<file path="src/csst_cfg.svh">
// offsets, fuse codes, reset values and start-up counts for the clock start-up block
`ifndef CSST_CFG_SVH
`define CSST_CFG_SVH

// register byte offsets on the AHB-Lite slave (low address byte)
`define CSST_ADDR_TRIM 8'h00
`define CSST_ADDR_STATUS 8'h04
`define CSST_ADDR_CTRL 8'h08
`define CSST_CTRL_SLEEP_BIT 0
`define CSST_TRIM_WIDTH 8

// clock source select codes
`define CSST_CS_EXTCLK 4'h0
`define CSST_CS_INTRC_LO 4'h1
`define CSST_CS_INTRC_HI 4'h4
`define CSST_CS_EXTRC_LO 4'h5
`define CSST_CS_EXTRC_HI 4'h8
`define CSST_CS_LOWFREQ 4'h9

// start-up time select codes
`define CSST_SUT_00 2'h0
`define CSST_SUT_01 2'h1
`define CSST_SUT_10 2'h2
`define CSST_SUT_11 2'h3

// wake start-up counts, in cycles of the selected source
`define CSST_WAKE_6CK 17'h00006
`define CSST_WAKE_18CK 17'h00012
`define CSST_WAKE_1KCK 17'h00400

// short reset delay, in watchdog oscillator cycles
`define CSST_WDT_SHORT 17'h01000

// reset values
`define CSST_TRIM_RESET 8'h00
`define CSST_HRDATA_RESET 32'h0000_0000

`endif

</file>
<file path="src/csst_pkg.sv">
// types shared by the clock start-up and trim block
package csst_pkg;

  typedef enum {
    ST_RESET,
    ST_RSTDLY,
    ST_RUN,
    ST_SLEEP,
    ST_WAKE
  } csst_state_t;

  typedef enum logic [2:0] {
    SRC_EXTCLK,
    SRC_INTRC,
    SRC_EXTRC,
    SRC_LOWFREQ,
    SRC_CRYSTAL
  } csst_src_t;

  typedef enum logic [1:0] {
    DLY_NONE,
    DLY_SHORT,
    DLY_LONG
  } csst_dly_t;

endpackage

</file>
<file path="src/csst_clock_ctrl.sv">
// clock source selection, start-up delay sequencing and internal rc trim register
//
// What this block does
// - select code 1001 picks the low-frequency watch crystal as system clock
// - programmed oscillator option switches in 36 pF load caps, except internal rc
// - watch crystal: 00=1K+4.1ms, 01=1K+65ms, 10=32K+65ms, 11 reserved
// - codes 0101 to 1000 pick the external rc network, four frequency ranges
// - external rc: 18 clocks wake with none/4.1/65 ms; code 11 six clocks+4.1ms
// - codes 0001 to 0100 pick internal rc at 1, 2, 4, 8 MHz
// - internal rc: six clocks wake; none/4.1/65 ms reset delay; 11 reserved
// - every reset copies the factory 1 MHz calibration byte into the trim register
// - trim value raises oscillator frequency monotonically from 00 to ff
// - select code 0000 takes the system clock from the oscillator input pin
// - external clock: six clocks wake; none/4.1/65 ms reset delay; 11 reserved
// - watchdog oscillator always times the reset delay, whatever the source
// - wake from sleep counts start-up clocks on the source before running
// - reset delay counts 4096 or 65536 watchdog oscillator cycles
//
// Decided for this implementation: the placing of the registers and the AHB-Lite slave port.
`timescale 1ns/10ps
`include "csst_cfg.svh"

module csst_clock_ctrl
  import csst_pkg::*;
#(
  parameter logic [16:0] LF_LONG_CLOCKS = 17'h08000,
  parameter logic [16:0] WDT_LONG_CYCLES = 17'h10000
) (
  input wire logic clk,
  input wire logic rst,
  input wire logic clkEn,
  input wire logic hsel,
  input wire logic [31:0] haddr,
  input wire logic [1:0] htrans,
  input wire logic hwrite,
  input wire logic [2:0] hsize,
  input wire logic [31:0] hwdata,
  input wire logic hready,
  output logic hreadyout,
  output logic hresp,
  output logic [31:0] hrdata,
  input wire logic [3:0] clockSourceSelect,
  input wire logic [1:0] startupTimeSelect,
  input wire logic oscillatorOption,
  input wire logic [7:0] factoryTrim,
  input wire logic srcClkPin,
  input wire logic wdtClkPin,
  input wire logic wakePin,
  output logic cpuRun,
  output csst_src_t sourceMode,
  output logic [1:0] rcRange,
  output logic capEnable,
  output logic configError,
  output logic [7:0] trimValue
);

  localparam int SW = 18;

  logic [SW-1:0] syncA;
  logic [SW-1:0] syncB;
  logic srcPrev;
  logic wdtPrev;
  logic wakePrev;
  logic srcEdge;
  logic wdtEdge;
  logic wakeEdge;
  logic [3:0] csLatched;
  logic [1:0] sutLatched;
  logic optLatched;
  csst_state_t state;
  csst_state_t next_state;
  logic [16:0] cnt;
  csst_src_t srcSel;
  csst_dly_t dlySel;
  logic [1:0] rangeSel;
  logic [16:0] wakeTarget;
  logic [16:0] delayTarget;
  logic badCfg;
  logic addrPhase;
  logic wrPend;
  logic [7:0] wrAddr;
  logic sleepCmd;
  logic [31:0] readWord;

  // pin side inputs pass two flops; stage A feeds stage B only
  always_ff @(posedge clk) begin
    if (clkEn) begin
      syncA <= {clockSourceSelect, startupTimeSelect, oscillatorOption, factoryTrim,
                srcClkPin, wdtClkPin, wakePin};
      syncB <= syncA;
    end
  end

  always_ff @(posedge clk) begin
    if (rst) begin
      srcPrev <= 1'b0;
      wdtPrev <= 1'b0;
      wakePrev <= 1'b0;
    end else if (clkEn) begin
      srcPrev <= syncB[2];
      wdtPrev <= syncB[1];
      wakePrev <= syncB[0];
    end
  end

  assign srcEdge = clkEn & syncB[2] & ~srcPrev;
  assign wdtEdge = clkEn & syncB[1] & ~wdtPrev;
  assign wakeEdge = clkEn & syncB[0] & ~wakePrev;

  // fuses tracked only while reset is held, frozen afterwards
  always_ff @(posedge clk) begin
    if (rst) begin
      csLatched <= syncB[17:14];
      sutLatched <= syncB[13:12];
      optLatched <= syncB[11];
    end
  end

  // source and start-up decode; reserved codes fall back to the longest delay
  always_comb begin
    srcSel = SRC_CRYSTAL;
    rangeSel = 2'h0;
    wakeTarget = LF_LONG_CLOCKS;
    dlySel = DLY_LONG;
    badCfg = 1'b0;
    if (csLatched == `CSST_CS_EXTCLK) begin
      srcSel = SRC_EXTCLK;
      wakeTarget = `CSST_WAKE_6CK;
      badCfg = (sutLatched == `CSST_SUT_11);
      if (sutLatched == `CSST_SUT_00) begin
        dlySel = DLY_NONE;
      end else if (sutLatched == `CSST_SUT_01) begin
        dlySel = DLY_SHORT;
      end
    end else if (csLatched <= `CSST_CS_INTRC_HI) begin
      srcSel = SRC_INTRC;
      rangeSel = 2'(csLatched - `CSST_CS_INTRC_LO);
      wakeTarget = `CSST_WAKE_6CK;
      badCfg = (sutLatched == `CSST_SUT_11) | ~optLatched;
      if (sutLatched == `CSST_SUT_00) begin
        dlySel = DLY_NONE;
      end else if (sutLatched == `CSST_SUT_01) begin
        dlySel = DLY_SHORT;
      end
    end else if (csLatched <= `CSST_CS_EXTRC_HI) begin
      srcSel = SRC_EXTRC;
      rangeSel = 2'(csLatched - `CSST_CS_EXTRC_LO);
      if (sutLatched == `CSST_SUT_11) begin
        wakeTarget = `CSST_WAKE_6CK;
        dlySel = DLY_SHORT;
      end else begin
        wakeTarget = `CSST_WAKE_18CK;
        if (sutLatched == `CSST_SUT_00) begin
          dlySel = DLY_NONE;
        end else if (sutLatched == `CSST_SUT_01) begin
          dlySel = DLY_SHORT;
        end
      end
    end else if (csLatched == `CSST_CS_LOWFREQ) begin
      srcSel = SRC_LOWFREQ;
      badCfg = (sutLatched == `CSST_SUT_11);
      if (sutLatched == `CSST_SUT_00) begin
        wakeTarget = `CSST_WAKE_1KCK;
        dlySel = DLY_SHORT;
      end else if (sutLatched == `CSST_SUT_01) begin
        wakeTarget = `CSST_WAKE_1KCK;
      end
    end else begin
      // full-swing crystal modes are not handled here
      badCfg = 1'b1;
    end
  end

  assign delayTarget = (dlySel == DLY_SHORT) ? `CSST_WDT_SHORT : WDT_LONG_CYCLES;

  always_comb begin
    next_state = state;
    case (state)
      ST_RESET: begin
        next_state = (dlySel == DLY_NONE) ? ST_RUN : ST_RSTDLY;
      end
      ST_RSTDLY: begin
        if (cnt == delayTarget) begin
          next_state = ST_RUN;
        end
      end
      ST_RUN: begin
        if (sleepCmd) begin
          next_state = ST_SLEEP;
        end
      end
      ST_SLEEP: begin
        if (wakeEdge) begin
          next_state = ST_WAKE;
        end
      end
      ST_WAKE: begin
        if (cnt == wakeTarget) begin
          next_state = ST_RUN;
        end
      end
      default: begin
        next_state = ST_RESET;
      end
    endcase
  end

  always_ff @(posedge clk) begin
    if (rst) begin
      state <= ST_RESET;
      cpuRun <= 1'b0;
    end else if (clkEn) begin
      state <= next_state;
      cpuRun <= (next_state == ST_RUN);
    end
  end

  // one counter serves both delays; it restarts on every state change
  always_ff @(posedge clk) begin
    if (rst) begin
      cnt <= 17'h00000;
    end else if (clkEn) begin
      if (state != next_state) begin
        cnt <= 17'h00000;
      end else if (state == ST_RSTDLY && wdtEdge && cnt != delayTarget) begin
        cnt <= cnt + 17'h00001;
      end else if (state == ST_WAKE && srcEdge && cnt != wakeTarget) begin
        cnt <= cnt + 17'h00001;
      end
    end
  end

  // decoded controls toward the oscillator pads
  always_ff @(posedge clk) begin
    if (rst) begin
      sourceMode <= SRC_INTRC;
      rcRange <= 2'h0;
      capEnable <= 1'b0;
      configError <= 1'b0;
    end else if (clkEn) begin
      sourceMode <= srcSel;
      rcRange <= rangeSel;
      capEnable <= ~optLatched & (srcSel != SRC_INTRC);
      configError <= badCfg;
    end
  end

  // bus slave: zero wait states, always OKAY
  assign addrPhase = hsel & hready & htrans[1];

  always_comb begin
    readWord = 32'h0000_0000;
    if (haddr[7:0] == `CSST_ADDR_TRIM) begin
      readWord = {24'h00_0000, trimValue};
    end else if (haddr[7:0] == `CSST_ADDR_STATUS) begin
      readWord = {20'h0_0000, cpuRun, sourceMode, configError, optLatched, sutLatched, csLatched};
    end
  end

  always_ff @(posedge clk) begin
    if (rst) begin
      hreadyout <= 1'b1;
      hresp <= 1'b0;
      hrdata <= `CSST_HRDATA_RESET;
      wrPend <= 1'b0;
      wrAddr <= 8'h00;
    end else if (clkEn) begin
      hreadyout <= 1'b1;
      hresp <= 1'b0;
      wrPend <= addrPhase & hwrite;
      if (addrPhase) begin
        wrAddr <= haddr[7:0];
        if (!hwrite) begin
          hrdata <= readWord;
        end
      end
    end
  end

  // trim: factory byte while reset is held, then software owned
  always_ff @(posedge clk) begin
    if (rst) begin
      trimValue <= syncB[10:3];
    end else if (clkEn && wrPend && wrAddr == `CSST_ADDR_TRIM) begin
      trimValue <= hwdata[`CSST_TRIM_WIDTH-1:0];
    end
  end

  // sleep request is a one-cycle pulse; ignored outside run
  always_ff @(posedge clk) begin
    if (rst) begin
      sleepCmd <= 1'b0;
    end else if (clkEn) begin
      sleepCmd <= wrPend && wrAddr == `CSST_ADDR_CTRL && hwdata[`CSST_CTRL_SLEEP_BIT];
    end
  end

  property p_lowfreq_sel;
    @(posedge clk) disable iff (rst)
    !rst && clkEn && csLatched == `CSST_CS_LOWFREQ |=> sourceMode == SRC_LOWFREQ;
  endproperty
  a_lowfreq_sel: assert property (p_lowfreq_sel) else $error("low-frequency source not selected");

  property p_cap_intrc;
    @(posedge clk) disable iff (rst)
    capEnable |-> sourceMode != SRC_INTRC && !optLatched;
  endproperty
  a_cap_intrc: assert property (p_cap_intrc) else $error("load caps on with internal rc");

  property p_lf_long_wake;
    @(posedge clk) disable iff (rst)
    state == ST_WAKE && next_state == ST_RUN && srcSel == SRC_LOWFREQ && sutLatched == `CSST_SUT_10
      |-> cnt == LF_LONG_CLOCKS;
  endproperty
  a_lf_long_wake: assert property (p_lf_long_wake) else $error("watch crystal wake count wrong");

  property p_extrc_range;
    @(posedge clk) disable iff (rst)
    csLatched == `CSST_CS_EXTRC_HI |-> srcSel == SRC_EXTRC && rangeSel == 2'h3;
  endproperty
  a_extrc_range: assert property (p_extrc_range) else $error("external rc range wrong");

  property p_extrc_wake;
    @(posedge clk) disable iff (rst)
    srcSel == SRC_EXTRC |-> wakeTarget == ((sutLatched == `CSST_SUT_11) ? `CSST_WAKE_6CK : `CSST_WAKE_18CK);
  endproperty
  a_extrc_wake: assert property (p_extrc_wake) else $error("external rc wake count wrong");

  property p_intrc_sel;
    @(posedge clk) disable iff (rst)
    csLatched == `CSST_CS_INTRC_HI |-> srcSel == SRC_INTRC && rangeSel == 2'h3;
  endproperty
  a_intrc_sel: assert property (p_intrc_sel) else $error("internal rc code decoded wrong");

  property p_intrc_nodelay;
    @(posedge clk) disable iff (rst)
    !rst && state == ST_RESET && clkEn && srcSel == SRC_INTRC && sutLatched == `CSST_SUT_00 |=> cpuRun;
  endproperty
  a_intrc_nodelay: assert property (p_intrc_nodelay) else $error("internal rc run not immediate");

  property p_trim_load;
    @(posedge clk)
    rst ##1 !rst |-> trimValue == $past(syncB[10:3]);
  endproperty
  a_trim_load: assert property (p_trim_load) else $error("factory trim not loaded");

  property p_trim_write;
    @(posedge clk) disable iff (rst)
    clkEn && wrPend && wrAddr == `CSST_ADDR_TRIM ##1 clkEn && addrPhase && !hwrite && haddr[7:0] == `CSST_ADDR_TRIM
      |=> hrdata[7:0] == $past(hwdata[7:0], 2);
  endproperty
  a_trim_write: assert property (p_trim_write) else $error("trim readback wrong");

  property p_extclk_sel;
    @(posedge clk) disable iff (rst)
    csLatched == `CSST_CS_EXTCLK |-> srcSel == SRC_EXTCLK && wakeTarget == `CSST_WAKE_6CK;
  endproperty
  a_extclk_sel: assert property (p_extclk_sel) else $error("external clock decode wrong");

  property p_wdt_only;
    @(posedge clk) disable iff (rst)
    state == ST_RSTDLY && !wdtEdge && state == next_state |=> $stable(cnt);
  endproperty
  a_wdt_only: assert property (p_wdt_only) else $error("reset delay counted off watchdog");

  property p_wake_gate;
    @(posedge clk) disable iff (rst)
    state == ST_WAKE && cnt != wakeTarget |=> !cpuRun;
  endproperty
  a_wake_gate: assert property (p_wake_gate) else $error("ran before start-up count");

  property p_rst_delay;
    @(posedge clk) disable iff (rst)
    state == ST_RSTDLY && next_state == ST_RUN |-> cnt == delayTarget && delayTarget >= `CSST_WDT_SHORT;
  endproperty
  a_rst_delay: assert property (p_rst_delay) else $error("reset delay length wrong");

  property p_fuse_hold;
    @(posedge clk) disable iff (rst)
    !$past(rst) |-> $stable(csLatched) && $stable(sutLatched) && $stable(optLatched);
  endproperty
  a_fuse_hold: assert property (p_fuse_hold) else $error("fuse bits changed in operation");

endmodule

</file>
<file path="config.mk">
export PLATFORM = sky130hd
export DESIGN_NAME = csst_clock_ctrl
export DESIGN_NICKNAME = d
export VERILOG_FILES = /design/src/csst_pkg.sv /design/src/csst_clock_ctrl.sv
export VERILOG_INCLUDE_DIRS = /design/src
export SDC_FILE = /design/constraint.sdc
export NUM_CORES = 1
export LEC_CHECK = 0
export ABC_CLOCK_PERIOD_IN_PS = 3600
export BUFFER_PORTS_ARGS = -buffer_cell sky130_fd_sc_hd__buf_2
export CORE_MARGIN = 4
export CORE_UTILIZATION = 45
export DETAILED_ROUTE_END_ITERATION = 8
export PLACE_DENSITY = 0.7
export SYNTH_ARGS = -nofsm -noshare
export SYNTH_HDL_FRONTEND = slang
export SYNTH_SLANG_ARGS = --single-unit
export TNS_END_PERCENT = 50
</file>
<file path="constraint.sdc">
create_clock -name clk -period 3.6 [get_ports clk]
set_clock_uncertainty 0.1 [all_clocks]
set_input_delay 0.72 -clock clk [delete_from_list [all_inputs] [get_ports clk]]
set_output_delay 0.72 -clock clk [all_outputs]
set_load 0.01 [all_outputs]
</file>
-- Yosys cells after proc, flatten, opt, wreduce, memory -nomap -nowiden
Index checks and enable logic that the tools add are counted.
- memory bits (read-only): 0
- bits in latches: 0
- word-level logic and storage cells: 119
- memories: 0
- flip-flop bits (word level): 153
- bits in writable memories: 0
- mux-type cells: 40
- eq/ne operators: 19
- bitwise logic cells: 16
- divide/modulo/power cells: 0
- reduce and logical (&&, ||, !) cells: 19
- order comparisons: 2
- shift-type cells: 0
- multipliers: 0
- add/sub/neg operators: 3
- operators by type and width (cell ; number):
    $pmux W32 S5 ; 1
    $mux W32 ; 4
    $mux W17 ; 7
    $eq A32 B2 Y1 const B ; 3
    $eq A32 B3 Y1 const B ; 2
    $mux W16 ; 3
    $eq A17 B17 Y1 ; 2
    $ne A17 B17 Y1 ; 2
    $eq A32 B1 Y1 const B ; 1
    $eq A32 B4 Y1 const B ; 1
    $logic_not A32 Y1 ; 1
    $ne A32 B32 Y1 ; 1
    $mux W12 ; 2
    $mux W2 ; 12
    $add A17 B1 Y17 const B ; 1
    $logic_not A8 Y1 ; 2
    $mux W8 ; 2
    $mux W3 ; 4
    $and A1 B1 Y1 ; 10
    $eq A8 B3 Y1 const B ; 1
    $eq A8 B4 Y1 const B ; 1
    $logic_and A1 B1 Y1 ; 8
    $mux W5 ; 1
    $not A1 Y1 ; 5
    15 further kinds ; 22

-- Longest topological paths before layout
Gate-level depths: netlist (run 1).
- depth in word-level cells: 15
- mapped depth: 12

-- Worst setup path after synthesis (run 1)
OpenSTA, ideal clock, no wires.
- kind: register -> register
- start point: register csLatched[0]
- end point: register cnt[7]
- path buffers: 2
- arrival: 2.727 ns
- cell stages (with the launch flop): 12
- library setup time: 0.059 ns
- path slack: 0.714 ns
- path through: edfxtp_1 > inv_1 > ha_1 > buf_6 > or3b_4 > a311oi_2 > o2111ai_1 > a211oi_2 > o2111ai_2 > buf_6 > or4_1 > nand2_1
- longest elaborated chain between the ends: 13
- ends and longest elaborated chain (what ; line ; text):
    from (decl) ; csst_clock_ctrl.sv:67 ; logic [3:0] csLatched;
    from (signal assigned) ; csst_clock_ctrl.sv:113 ; csLatched <= syncB[17:14];
    branches (longest 13 deep; another with $le A4 B4 Y1) ; -- ;
    to (signal assigned) ; csst_clock_ctrl.sv:226 ; cnt <= cnt + 17'h00001;
    to (signal assigned) ; csst_clock_ctrl.sv:228 ; cnt <= cnt + 17'h00001;
    to (decl) ; csst_clock_ctrl.sv:72 ; logic [16:0] cnt;
Several ways; the timed one is not identified.
A chain may end at the register's enable or synchronous reset.

-- Final worst setup path (run 1)
- start point: register csLatched[0]
- end point: register cnt[15]
Same word-level chain as after synthesis.

==> impl_results.md, run 1 <==
* Outcome: finished clean
* GR Util All Layers at 0.1652
* CTS tree: built
* Post-synthesis cell type count at 67
* Initial antenna violation count at 0
* TNS Setup at 0 ns
* Clock Sinks at 133
* Final worst setup slack at 0.1753 ns
* Reg2reg setup slack at 0.18 ns
* Synth async-reset ratio at 0
* Diode count at 0
* Worst Path Required at 3.85 ns
* H-tree levels at 4
* Max transition margin at 0.5143
* Max cap viols at 0
* Row Count at 40
* Sw power at 0.0007818 W
* Power Total at 0.003669 W
* Syn Inst Count at 518
* Worst Setup SP: csLatched[0]$_DFFE_PP_
* Reg2reg start: csLatched[0]$_DFFE_PP_
* Type of destination of the critical path: flip-flop
* Port Buffer Count at 68
* Internal at 0.002887 W
* Clk_lat worst skew at 0.41 ns
* Top FF cell, synth: dfxtp_1
* Die X at 119.2 um
* R2R depth at 10
* CTS buffer count at 17
* Post-synth EDFFs at 51
* Post-CTS Setup Repair Bufs at 0
* Top cell type's share of synthesized area at 0.2949
* Gate power share at 0.055
* Final #Nets at 682
* Reg power frac at 0.452
* Clk buf depth at 2
* Final Max Slew Viols at 0
* Sequential cell area fraction in the yosys report at 0.5700
* Die Area at 0.01421 mm2
* Hold Path Class: reg -> reg
* DRT iter0 DRCs at 306
* Fin crit share at 0.9513
* Crit start category: flip-flop
* Setup Crit Path Kind: reg -> reg
* Setup-failing EPs final at 0
* First-pass DRT Iterations at 6
* Syn. warnings at 0
* Worst Setup EP: cnt[15]$_SDFFE_PP0P_
* Via Count at 3958
* Synth top area cells: dfxtp_1 (29%), edfxtp_1 (28%), and2_1 (3.5%)
* Fillers at 1023
* Worst Tran Pin Value at 0.7270 ns
* RePlAce Congestion at 0.8118
* Drt total wl at 11130 um
* Pleak at 2.550 nW
* Vias in the first global route at 3935
* Reg clk slew, reported paths at 0.06 ns
* Commonest cells after routing, fill and taps aside: dfxtp_1 (82), buf_2 (68), edfxtp_1 (51), nor2_1 (43), nand2_1 (38)
* Layout cells sized above 1 at 0.2207
* Post-DRT Antenna Nets at 0
* Hold Vio Cnt, Final at 0
* Multi-input combinational cell area at 0.002117 mm2
* Post-CTS Resized at 0
* Vias per cell at 5.167
* Switching Share at 0.2131
* Fmax at 292.0 MHz
* Crit path DAT at 3.67 ns
* Congestion Overflow GR at 0
* Most common cell after layout, fill and taps aside: dfxtp_1
* PwrDens at 557.1 mW/mm2
* Layout area overhead at 18.32%
* Min cycle time layout at 3.425 ns
* Post-Syn Area at 0.005567 mm2
* First-pass GRT wire length at 18620 um
* RSZ-0062 raised after global routing: false
* Post-DP HPWL at 7718 um
* I/O pin total at 143
* Die H at 119.2 um
* DRC Markers at 0
* Core area at 0.01206 mm2
* Register area at 0.003173 mm2
* Largest net degree at the start of global routing at 39
* Reg-to-reg endpoint: cnt[15]$_SDFFE_PP0P_
* # hold bufs at CTS at 0
* Average size of a mapped cell at 10.75 um2
* Number of synthesized register bits at 133
* Area leader, netlist: dfxtp_1
* Clock Power Share at 0.493
* Worst slack at placement at 0.2397 ns
* Fin util at 0.5461
* Worst Path Max Fanout at 13
* Initial cell density of the core at 0.4615
* Worst vdd ir at 299.8 uV
* Clock Tree Root: clkbuf_16
* Per-cell routed wire length at 14.53 um
[sequential cells by signal, summed over array words and instances (netlist names), 2 cells and up]
register,cells
sutLatched,2
syncB,18
rcRange,2
sourceMode,3
csLatched,4
hrdata,12
syncA,18
trimValue,8
wrAddr,8
state,32
cnt,17
[power groups by stage]
stage,Clock [W],Combinational (W),Sequential (W)
finish,0.00181,0.000201,0.00166
global route,0.00191,0.000223,0.00166
CTS,0.00184,0.000202,0.00166
detailed placement,0,0.000201,0.00169
global placement,0,0.000195,0.00169
floorplan,0,0.000148,0.00168
[worst min path at each step]
| stage | startpoint | to | slack (ns) | cells after the start |
|---|---|---|---|---|
| final | syncA[7]$_DFFE_PP_ | syncB[7]$_DFFE_PP_ | 0.31 | 0 |
| after global routing | syncB[13]$_DFFE_PP_ | sutLatched[1]$_DFFE_PP_ | 0.34 | 0 |
| after floorplan | syncB[14]$_DFFE_PP_ | csLatched[0]$_DFFE_PP_ | 0.30 | 0 |
| after detailed placement | syncA[12]$_DFFE_PP_ | syncB[12]$_DFFE_PP_ | 0.30 | 0 |
| after CTS | syncA[4]$_DFFE_PP_ | syncB[4]$_DFFE_PP_ | 0.31 | 0 |
| after global placement | syncA[2]$_DFFE_PP_ | syncB[2]$_DFFE_PP_ | 0.30 | 0 |
[logic make-up after synthesis]
| group | count (synthesis) | synth area share |
|---|---|---|
| and+or+nand+nor | 194 | 0.1877 |
| DFF | 133 | 0.5700 |
| AOI/OAI and AO/OA | 97 | 0.1207 |
| buffers and inverters | 63 | 0.06316 |
| muxes | 22 | 0.04338 |
| adders and majority gates | 4 | 0.008991 |
| xor gates and xnor gates | 3 | 0.004721 |
| other | 2 | 0.001349 |
[per-stage QoR]
step / cell area, um2 / std cells / hold WS, ns
2_1_floorplan: 5642 / 538 / 0.3003
3_3_place_gp: 5961 / 734 / 0.3028
3_5_place_dp: 5961 / 734 / 0.3045
4_1_cts: 6586 / 766 / 0.3137
5_1_grt: 6586 / 766 / 0.3354
6_report: 6586 / 766 / 0.3140
[final cells by class]
class                   count  area share
clock inverters            11     0.02660
clock buffers              21     0.06839
multi-input cells         342      0.3214
flip-flops and latches    133      0.4818
well taps                 168     0.03191
repair buffers             77     0.06193
inverters                  14    0.007979
[worst max-delay path: stages (launching register included)]
cell and delay (ns):
edfxtp_1 0.45, inv_1 0.09, ha_1 0.41, nand2b_1 0.24, a21o_1 0.22, a211oi_1 0.26, o2111ai_1 0.24, a211oi_2 0.33
o2111ai_2 0.36, or4_1 0.50, a21oi_1 0.15
[synth_stat cells, types with 5 or more instances]
cell,n
dfxtp_1,82
edfxtp_1,51
nor2_1,43
nand2_1,38
and2_1,31
a21oi_1,30
buf_4,23
mux2_2,17
o21ai_0,17
clkbuf_1,16
a22oi_1,14
inv_1,13
nand3_1,12
nor4_1,12
or3_1,11
nor3_1,6
mux2i_1,5
nand2b_1,5
nor4b_1,5
[layer usage]
metal | up-vias | global-route usage | wire length [um] | part of all wire
met5 | - | 0 | 0 | 0
met4 | 0 | 0.07676 | 184 | 0.017
met1 | 1857 | 0.2048 | 4885 | 0.44
li1 | 1957 | - | - | -
met3 | 17 | 0.05461 | 776 | 0.070
met2 | 127 | 0.2607 | 5284 | 0.47
Note: power is estimated with default switching activity, not from simulation.
==> run 2: changes to the inputs <==
--- a/config.mk
+++ b/config.mk
@@ -6,8 +6,9 @@
 export SDC_FILE = /design/constraint.sdc
 export NUM_CORES = 1
 export LEC_CHECK = 0
-export ABC_CLOCK_PERIOD_IN_PS = 3600
+export ABC_CLOCK_PERIOD_IN_PS = 4240
 export BUFFER_PORTS_ARGS = -buffer_cell sky130_fd_sc_hd__buf_2
+export CORE_ASPECT_RATIO = 2
 export CORE_MARGIN = 4
 export CORE_UTILIZATION = 45
 export DETAILED_ROUTE_END_ITERATION = 8
==> constraint.sdc (replaced) <==
create_clock -name clk -period 4.24 [get_ports clk]
set_clock_uncertainty 0.1 [all_clocks]
set_input_delay 0.848 -clock clk [delete_from_list [all_inputs] [get_ports clk]]
set_output_delay 0.848 -clock clk [all_outputs]
set_load 0.01 [all_outputs]
==> run 2 against run 1 <==
- clock power is 25% lower
- global-route usage hardly changed
- core utilization is 1.4 points lower
- design area is 2.1% lower
- first-iteration DRC count is 2.9% lower
- sequential share of layout area is 1.0 points higher
- routed wire length is 3.4% higher
- final cell count is 3.4% lower
- largest cell class unchanged
==> impl_results.md, run 2 (synthesis gave the netlist of run 1 again) <==
* Type of destination of the critical path: flip-flop (unchanged)
* Met3 usage at 0.04518 (was 0.05461)
* # hold bufs at CTS at 0 (unchanged)
* PwrDens at 455.1 mW/mm2 (was 557.1 mW/mm2)
* Layout cells sized above 1 at 0.2128 (was 0.2207)
* Reg clk slew, reported paths at 0.06 ns (about the same)
* Number of flip-flops under the largest register name at 32 (unchanged)
* Vias per cell at 5.470 (was 5.167)
* Max cap viols at 0 (unchanged)
* First-pass DRT Iterations at 4 (was 6)
* Post-CTS Setup Repair Bufs at 0 (unchanged)
* Core area at 0.01212 mm2 (was 0.01206 mm2)
* Regs by FF count: state x32, syncA x18, syncB x18 (unchanged)
* Initial cell density of the core at 0.4591 (was 0.4615)
* RSZ-0062 raised after global routing: false (unchanged)
* DRC Markers at 0 (unchanged)
* Fillers at 1046 (was 1023)
* Reg power frac at 0.480 (was 0.452)
* Drt total wl at 11510 um (was 11130 um)
* Crit-path cells: inv_1 -> ha_1 -> nand2b_1 -> a21o_1 -> a211oi_1 -> o2111ai_1 -> a211oi_2 -> o2111ai_2 -> or4_1 -> a21oi_1 (unchanged)
* Worst Tran Pin Value at 0.7794 ns (was 0.7270 ns)
* CTS buffer count at 17 (unchanged)
* Grt met2 use at 0.2939 (was 0.2607)
* Clock Tree Root: clkbuf_16 (unchanged)
* Reg with most FFs: state (unchanged)
* H-tree levels at 4 (unchanged)
* Worst Path Max Fanout at 13 (unchanged)
* GR Util All Layers at 0.1652 (about the same)
* Via Count at 4048 (was 3958)
* Clock Sinks at 133 (unchanged)
* Largest net degree at the start of global routing at 37 (was 39)
* TNS Setup at 0 ns (unchanged)
* Fmax at 278.0 MHz (was 292.0 MHz)
* Met1 usage at 0.1694 (was 0.2048)
* Crit path DAT at 3.83 ns (was 3.67 ns)
* RePlAce Congestion at 0.9190 (was 0.8118)
* Hold Vio Cnt, Final at 0 (unchanged)
* Vias in the first global route at 3831 (was 3935)
* Clk buf depth at 2 (unchanged)
* Worst Path Required at 4.47 ns (was 3.85 ns)
* Final Max Slew Viols at 0 (unchanged)
* Worst slack at placement at 0.6728 ns (was 0.2397 ns)
* Crit start category: flip-flop (unchanged)
* Worst vdd ir at 403.3 uV (was 299.8 uV)
* DRT iter0 DRCs at 297 (was 306)
* CTS tree: built (unchanged)
* Hold path cells at 0 (unchanged)
* Post-DRT Antenna Nets at 0 (unchanged)
* Clock Power Share at 0.464 (was 0.493)
* Clk_lat worst skew at 0.41 ns (about the same)
* Fin crit share at 0.8484 (was 0.9513)
* Die H at 165.3 um (was 119.2 um)
* I/O pin total at 143 (unchanged)
* R2R depth at 10 (unchanged)
* Setup Crit Path Kind: reg -> reg (unchanged)
* Setup-failing EPs final at 0 (unchanged)
* Commonest cells after routing, fill and taps aside: dfxtp_1 (82), buf_2 (68), edfxtp_1 (51), nor2_1 (43), nand2_1 (38) (unchanged)
* Most common cell after layout, fill and taps aside: dfxtp_1 (unchanged)
* Slowest CP cell: or4_1 (unchanged)
* Die X at 86.65 um (was 119.2 um)
* Gate power share at 0.057 (was 0.055)
* Die Area at 0.01432 mm2 (was 0.01421 mm2)
* Max transition margin at 0.4793 (was 0.5143)
* Congestion Overflow GR at 0 (unchanged)
* Switching Share at 0.2306 (was 0.2131)
* Initial antenna violation count at 1 (was 0)
* Final #Nets at 676 (was 682)
* Layout area overhead at 15.85% (was 18.32%)
* Min cycle time layout at 3.597 ns (was 3.425 ns)
* Row Count at 57 (was 40)
* Largest stage delay, worst path at 0.51 ns (was 0.50 ns)
* Most Crowded Layer GR: met2 (unchanged)
* Port Buffer Count at 68 (unchanged)
* Final worst setup slack at 0.6429 ns (was 0.1753 ns)
* Internal at 0.002258 W (was 0.002887 W)
* Outcome: finished clean (unchanged)
* First-pass GRT wire length at 18140 um (was 18620 um)
* Hold Path Class: reg -> reg (unchanged)
* Per-cell routed wire length at 15.56 um (was 14.53 um)
* Post-CTS Resized at 0 (unchanged)
* Pleak at 2.477 nW (was 2.550 nW)
* Sw power at 0.0006767 W (was 0.0007818 W)
* Post-DP HPWL at 8276 um (was 7718 um)
-- run 2: cell count changes in the layout (fill, tap and decap cells not counted) --
cell        delta
clkinv_4       -2
inv_6          +4
buf_4          -6
clkbuf_8       -1
clkinvlp_4     +3
clkbuf_1       -1
diode_2        +1
clkinv_2       -1
bufinv_16      -3
clkinv_1       +1
-- run 2: per-layer routing --
layer	vias up	part of all wire
met2	119	0.56
met4	0	0.044
met1	1949	0.36
met3	28	0.044
met5	-	0
li1	1952	-
-- run 2: critical path: cells and delay by family (launching register included) --
family,cells,cell delay [ns]
AOI/OAI and AO/OA,6,1.67
DFF,1,0.47
buffers and inverters,1,0.09
and+or+nand+nor,2,0.76
adders and majority gates,1,0.42
-- run 2: power by group through the flow --
stage,registers (W),logic (W),clock network [W]
after global routing,0.00141,0.000184,0.00145
after global placement,0.00143,0.000162,0
after detailed placement,0.00143,0.000166,0
after CTS,0.00141,0.000167,0.00139
final,0.00141,0.000166,0.00136
after floorplan,0.00142,0.000126,0
-- run 2: per-stage QoR --
step                hold WS, ns  power, W  std cells  utilization  instance area [um2]
finish                   0.3152  0.002935        740       0.5319                 6449
global route             0.3184  0.003050        740       0.5319                 6449
CTS                      0.3151  0.002963        739       0.5317                 6446
detailed placement       0.3045  0.001600        707       0.4858                 5889
global placement         0.3016  0.001594        707       0.4858                 5889
floorplan                0.3003  0.001550        538            -                 5642
-- run 2: layout make-up --
class,instances,area (um2),area share
antenna,1,2.502,0.0003880
clock buffer,19,432.9,0.06713
clock inverter,13,123.9,0.01921
inverter,14,52.55,0.008149
multi-input combinational,342,2117,0.3283
sequential,133,3173,0.4920
tap,147,183.9,0.02852
timing repair buffer,71,362.8,0.05627
-- run 2: final timing paths --
kind	from	end	slack, ns
setup / recovery	csLatched[0]$_DFFE_PP_	cnt[15]$_SDFFE_PP0P_	0.64
hold / removal	syncB[12]$_DFFE_PP_	sutLatched[0]$_DFFE_PP_	0.32
setup reg to reg	csLatched[0]$_DFFE_PP_	cnt[15]$_SDFFE_PP0P_	0.64
hold reg to reg	syncB[12]$_DFFE_PP_	sutLatched[0]$_DFFE_PP_	0.32
